**src/design/branch_pkg.sv**
```systemverilog
// shared types and constants for the conditional branch evaluator
package branch_pkg;

  // ----------------------------------------------------------------
  // branch selectors
  // ----------------------------------------------------------------
  typedef enum logic [2:0] {
    jump_when_carry_low = 3'h0,
    jump_unsigned_ge    = 3'h1,
    jump_unsigned_lt    = 3'h2,
    jump_when_negative  = 3'h3,
    jump_when_positive  = 3'h4,
    jump_signed_ge      = 3'h5,
    jump_signed_lt      = 3'h6
  } branch_op_t;

  // ----------------------------------------------------------------
  // status flags tested by the branches
  // ----------------------------------------------------------------
  typedef struct packed {
    logic carry;
    logic negative;
    logic overflow;
  } status_flags_t;

  // ----------------------------------------------------------------
  // timing and reset values
  // ----------------------------------------------------------------
  localparam int unsigned FALL_CYCLES  = 1;
  localparam int unsigned TAKEN_CYCLES = 2;
  localparam logic        RST_FLAG     = 1'b0;

endpackage

```
**src/design/conditional_branch_eval.sv**
```systemverilog
// conditional relative branch evaluator: flag test and pc target
`timescale 1ns/100ps
// Operation
// - carry-clear branch jumps to pc plus offset plus one only when carry is zero.
// - unsigned same-or-higher branch jumps exactly when carry is zero, like carry-clear.
// - unsigned lower branch jumps only when carry is one.
// - minus branch jumps when negative is one and falls through otherwise.
// - plus branch jumps when negative is zero and falls through otherwise.
// - signed greater-or-equal branch jumps when negative xor overflow is zero.
// - signed less-than branch jumps when negative xor overflow is one.
// - every branch completes in one or two cycles depending on the test.
module conditional_branch_eval #(
  parameter int unsigned PC_W  = 16,
  parameter int unsigned OFF_W = 7
) (
  // clock and reset
  input  wire logic                       clock,
  input  wire logic                       rstn,
  // request from the decoder
  input  wire logic                       issue,
  input  wire branch_pkg::branch_op_t     op,
  input  wire logic [OFF_W-1:0]           offset,
  input  wire logic [PC_W-1:0]            pc,
  input  wire branch_pkg::status_flags_t  flags,
  // answer to the pc update logic
  output logic                            busy_q,
  output logic                            done_q,
  output logic                            taken_q,
  output logic                            pc_load_q,
  output logic [PC_W-1:0]                 target_q,
  output logic                            flag_we_q
);

  // ----------------------------------------------------------------
  // condition decode
  // ----------------------------------------------------------------
  // one decode for every selector; the spare code 7 always falls through
  function automatic logic cond_met(input branch_pkg::branch_op_t o,
                                    input branch_pkg::status_flags_t f);
    logic nv;
    nv = f.negative ^ f.overflow;
    unique case (o)
      branch_pkg::jump_when_carry_low: cond_met = ~f.carry;
      branch_pkg::jump_unsigned_ge:    cond_met = ~f.carry;
      branch_pkg::jump_unsigned_lt:    cond_met = f.carry;
      branch_pkg::jump_when_negative:  cond_met = f.negative;
      branch_pkg::jump_when_positive:  cond_met = ~f.negative;
      branch_pkg::jump_signed_ge:      cond_met = ~nv;
      branch_pkg::jump_signed_lt:      cond_met = nv;
      default:                         cond_met = 1'b0;         // code 7 never branches
    endcase
  endfunction

  typedef enum logic [1:0] {
    st_idle     = 2'b00,
    st_redirect = 2'b01
  } state_t;

  state_t          state_q;
  state_t          state_d;
  logic            accept;
  logic            hit;
  logic [PC_W-1:0] off_ext;
  logic [PC_W-1:0] seq_pc;
  logic [PC_W-1:0] jump_pc;
  logic [PC_W-1:0] target_d;

  // ----------------------------------------------------------------
  // target arithmetic, wraps at the pc width
  // ----------------------------------------------------------------
  // requests during the redirect cycle are dropped; decoder watches busy
  assign accept   = issue && (state_q == st_idle);
  assign hit      = cond_met(op, flags);
  assign off_ext  = PC_W'($signed(offset));
  assign seq_pc   = PC_W'(pc + PC_W'(1));
  assign jump_pc  = PC_W'(seq_pc + off_ext);
  assign target_d = hit ? jump_pc : seq_pc;
  assign state_d  = (accept && hit) ? st_redirect : st_idle;

  // ----------------------------------------------------------------
  // sequencing: fall-through answers next edge, taken one edge later
  // ----------------------------------------------------------------
  always_ff @(posedge clock)
  begin
    if (!rstn)
    begin
      state_q   <= st_idle;
      busy_q    <= 1'b0;
      done_q    <= 1'b0;
      taken_q   <= 1'b0;
      pc_load_q <= 1'b0;
      target_q  <= '0;
      flag_we_q <= branch_pkg::RST_FLAG;
    end
    else
    begin
      state_q   <= state_d;
      busy_q    <= (state_d == st_redirect);
      done_q    <= (accept && !hit) || (state_q == st_redirect);
      taken_q   <= (accept && !hit) ? 1'b0 : (state_q == st_redirect);
      pc_load_q <= (state_q == st_redirect);
      flag_we_q <= branch_pkg::RST_FLAG;
      if (accept)
      begin
        target_q <= target_d;
      end
    end
  end
endmodule

```
**config.mk**
```make
export PLATFORM = sky130hd
export DESIGN_NAME = conditional_branch_eval
export DESIGN_NICKNAME = d
export VERILOG_FILES = /design/src/design/branch_pkg.sv /design/src/design/conditional_branch_eval.sv
export SDC_FILE = /design/constraint.sdc
export NUM_CORES = 1
export LEC_CHECK = 0
export BUFFER_PORTS_ARGS = -buffer_cell sky130_fd_sc_hd__buf_2
export CAP_MARGIN = 15
export CORE_ASPECT_RATIO = 1.5
export CORE_MARGIN = 3
export CORE_UTILIZATION = 40
export CTS_CLUSTER_SIZE = 12
export DETAILED_ROUTE_END_ITERATION = 6
export SLEW_MARGIN = 15
export SYNTH_ARGS = -nofsm -noshare
export SYNTH_HDL_FRONTEND = slang
export SYNTH_SLANG_ARGS = --single-unit
```
**constraint.sdc**
```tcl
create_clock -name clock -period 5 [get_ports clock]
set_input_delay 0.5 -clock clock [delete_from_list [all_inputs] [get_ports clock]]
set_output_delay 0.5 -clock clock [all_outputs]
set_load 0.005 [all_outputs]
```
* Yosys cells after proc, flatten, opt, wreduce, memory -nomap -nowiden *
Index checks and enable logic that the tools add are counted.

cells by class
  bitwise operators = 5
  muxes and demuxes = 3
  equal/unequal tests = 8
  $add $sub $neg = 2
  reduce and logical (&&, ||, !) cells = 9

operators with widths
  kind                                            number
  adder 16 x 1 -> 16 bit (second input constant)  1
  adder 16 bit                                    1
  2-to-1 mux 16 bit                               1
  == test 3 bit (second input constant)           3
  == test 3 x 2 -> 1 bit (second input constant)  2
  one-hot mux 1 bit (6 select lines)              1
  NOT 1 bit                                       4
  OR reduction 2 bit                              2
  == test 3 x 1 -> 1 bit (second input constant)  1
  logical AND 1 bit                               3
  logical NOT 3 bit                               1
  == test 2 x 1 -> 1 bit (second input constant)  1
  logical NOT 2 bit                               1
  == test 1 bit (second input constant)           1
  logical NOT 1 bit                               1
  logical OR 1 bit                                1
  2-to-1 mux 1 bit                                1
  XOR 1 bit                                       1

word-level totals
  logic and storage cells = 33
  input port bits = 32
  output and inout bits = 21
  register bits = 22

* Logic depth before layout (Yosys ltp) *
  word-level depth = 6
  gate-level depth with buffers = 12

* Worst setup path before layout *
No wires, ideal clock.

  path type = input to register
  from = input pc[3]
  to = register target_q[15]
  arrival = 2.689 ns
  slack = 2.189 ns
  stages on the path = 11
  path buffers = 0
  setup time = 0.122 ns
  path through = nand4_1 > nor3_1 > nand3_1 > xnor2_1 > ha_1 > a21oi_1 > nand2_1 > a221oi_1 > a211o_1 > a211oi_1 > a311o_1

on the way
  cells in the longest elaborated chain, start to end = 3

RTL lines
  item                        line                            text
  start, declared             conditional_branch_eval.sv:23   input wire logic [PC_W-1:0] pc,
  adder 16 x 1 -> 16 bit (*)  conditional_branch_eval.sv:75   assign seq_pc = PC_W'(pc + PC_W'(1));
  adder 16 bit                conditional_branch_eval.sv:76   assign jump_pc = PC_W'(seq_pc + off_ext);
  2-to-1 mux 16 bit (*)       conditional_branch_eval.sv:77   assign target_d = hit ? jump_pc : seq_pc;
  end signal, assigned        conditional_branch_eval.sv:105  target_q <= target_d;
  end, declared               conditional_branch_eval.sv:30   output logic [PC_W-1:0] target_q,

Every way passes the cells marked *; elsewhere a longest branch is shown, timed or not.
A chain may end at the register's enable or synchronous reset.

* Worst setup path after layout *
  from = input pc[2]
  to = register target_q[15]

Same word-level chain as after synthesis.

==> impl_results.md <==
- Status: complete, no violations
- Final net count: about 330
- Die ar.: between 5000 and 6000 sq um
- Worst Skew: 0.00166 ns
- Post-DP Area: between 2000 and 2500 sq um
- Via density: approximately 5.4
- Via Count: 1857
- Hold Worst Slack: 0.468 ns
- Post-CTS Setup Bufs: 0
- # port buffers: 51
- Worst vdd ir: roughly 0.16 mV
- H-tree lvl count: 1
- Setup_tns: 0 ns
- GP Congestion: between 0.8 and 0.9
- P per Cell Area: about 240 nW/um^2
- WS Path Type: in2reg
- CP arrival: around 3.2 ns
- Clk sinks: 20
- Reg2reg start: busy_q$_SDFF_PN0_
- Fin crit period: just over 3 ns
- RR Endpoint: target_q[12]$_SDFFE_PN0P_
- Setup violators final: 0
- Mapped Avg Cell Area: about 8.2 sq um
- Most frequent cells in the layout: buf_2 (51), nand2_1 (22), xnor2_1 (21)
- CP Capture Point: target_q[15]$_SDFFE_PN0P_
- Register area share after synthesis: between 20% and 30%
- Async SR Flop Fraction: 0%
- Top cell type's share of synthesized area: roughly a fifth
- PnR Total Power: about 0.00055 W
- Worst R2R Path Depth: 5
- Post-CTS resize count: 0
- CP endpoint kind: register
- Number of fill cells: roughly 470
- DRT Pass-1 Iters: 4
- CTS tree: yes
- Worst hold path type: reg2reg
- Final hold vios: 0
- Worst-Margin Slew: 0.735 ns
- Clk buf depth: 2
- Max Fclk: about 330 MHz
- Leak: between 1 and 1.5 nW
- Main synth FF type: dfxtp_1
- Final std cell area, no fill: between 2000 and 2500 sq um
- Post-synth EDFFs: 0
- Height of the die: roughly 90 um
- Syn nets: between 200 and 300
- Initial drt markers: 60
- Mapped cell area: ~1900 sq um
- Worst-skew pair later-pin latency: ~0.25 ns
- Non-filler instance count after layout: roughly 340
- Placed Instances: 339
- DR WL/cell: between 10 and 15 um
- Max-cap violations: 0
- Pins Over Slew Limit: 0
- #FFs+latches synth: 20
- Gr usage total: roughly 17%
- Setup crit start: pc[2]
- Top post-synthesis cells by area: dfxtp_1 (21%), ha_1 (13%), xnor2_1 (9.7%)
- RSZ-0062 raised after global routing: false
- Commonest non-fill, non-tap cell in the layout: buf_2
- Cell count after synthesis: around 230
- Clk slew on worst S/H paths: ~0.080 ns
- Setup crit start kind: primary input
- Core Area: 4540 sq um
- Die X: slightly above 60 um
- First-pass GRT wire length: a little over 8 mm
- Floorplan row count: 30
- I/O Pins: between 50 and 60
- Flop-to-flop setup slack: roughly 3.7 ns
- Synth warn: 0
- CTS Buf Count: 3
- # DRC: 0
- Starting Density: approximately two fifths
- Tcrit/Tclk final: about three fifths
- P&R area growth vs syn: 19.6%
- Min-Delay Path Depth: 2
- Routed wire length: approximately 4.9 mm
- Layout cells sized above 1: around 21%
- Critical Path RT: slightly above 5 ns
- Detailed Place HPWL: ~4.1 mm
- Largest area contributor in the netlist: dfxtp_1
- Root buffer cell: clkbuf_8
- Worst slew margin: approximately 50%
- Total gr overflow: 0
- Hold buffers post-CTS: 0
- Final ANT Viol Nets: 0
- Initial antenna violation count: 0
- Yosys cell types: 44
- Antenna Cells: 0
- Worst Path Max Fanout: 5
- Vias in the first global route: 1819
- Pin count of the biggest net entering global routing: 27
## sequential cells by signal (all words and copies together) (netlist names)
name / flops
busy_q: 1
done_q: 1
pc_load_q: 1
taken_q: 1
target_q: 16
## synth_stat cells (2+ instances only)
cell / n
dfxtp_1: 20
nand3_1: 10
nand4_1: 3
a21oi_1: 20
a21o_1: 3
buf_4: 3
a32oi_1: 2
nand2_1: 22
a211oi_1: 5
nor3_1: 3
o21ai_0: 12
o211ai_1: 7
nor2_1: 8
and2_1: 7
nor2b_1: 5
and3b_1: 2
ha_1: 20
a21boi_0: 4
nand2b_1: 2
mux2i_1: 9
inv_1: 5
and3_1: 5
clkbuf_1: 5
o211a_1: 5
xnor2_1: 21
xor2_1: 5
## kinds of logic after synthesis
group | after synthesis | synth area share (%)
simple gates | 69 | 18.4
fa+ha+maj | 21 | 14.2
other cells | 1 | 0.197
compound gates | 72 | 26.2
buf+inv | 13 | 3.16
mux | 9 | 4.74
flops | 20 | 21.1
xor+xnor | 26 | 12.0
## stage by stage
step	worst slack (ns)	util, %
2_1_floorplan	2.19	-
3_3_place_gp	1.73	48.5
3_5_place_dp	1.69	48.5
4_1_cts	1.96	50.0
5_1_grt	1.62	50.0
6_report	1.93	50.0
## final cells by class
| class | count | area (sq um) | area share, % |
|---|---|---|---|
| Multi-Input combinational cell | 198 | 1440 | 63.3 |
| Sequential cell | 20 | 400 | 17.6 |
| Timing Repair Buffer | 52 | 263 | 11.6 |
| Tap cell | 64 | 80.1 | 3.52 |
| Clock buffer | 3 | 41.3 | 1.82 |
| Clock inverter | 1 | 30.0 | 1.32 |
| Inverter | 5 | 18.8 | 0.826 |
## layer usage
metal | track usage, % | vias up | part of all wire [%]
met4 | 4.05 | 0 | 1.4
met1 | 19.0 | 843 | 39
met3 | 2.99 | 6 | 5.3
met2 | 34.2 | 61 | 54
li1 | - | 947 | -
met5 | 0 | - | 0
## power by group
part	internal (W)	switching, W
Sequential	0.000174	0.00000729
Combinational	0.0000946	0.000117
Clock	0.000107	0.0000531
## critical path: stages
cell and delay [ns]:
buf_2 0.13, nand4_1 0.13, nor3_1 0.48, nand3_1 0.16, xnor2_1 0.29, ha_1 0.34
a21oi_1 0.16, nand2_1 0.07, a221oi_1 0.36, a211o_1 0.20, a211oi_1 0.07, a311o_1 0.31
## worst min path at each step
stage	from	to	slack (ns)
2_1_floorplan	target_q[2]$_SDFFE_PN0P_	target_q[2]$_SDFFE_PN0P_	0.46
3_3_place_gp	target_q[2]$_SDFFE_PN0P_	target_q[2]$_SDFFE_PN0P_	0.46
3_5_place_dp	target_q[2]$_SDFFE_PN0P_	target_q[2]$_SDFFE_PN0P_	0.47
4_1_cts	target_q[2]$_SDFFE_PN0P_	target_q[2]$_SDFFE_PN0P_	0.47
5_1_grt	target_q[2]$_SDFFE_PN0P_	target_q[2]$_SDFFE_PN0P_	0.52
6_report	target_q[2]$_SDFFE_PN0P_	target_q[2]$_SDFFE_PN0P_	0.47
Note: power is estimated with default switching activity, not from simulation.
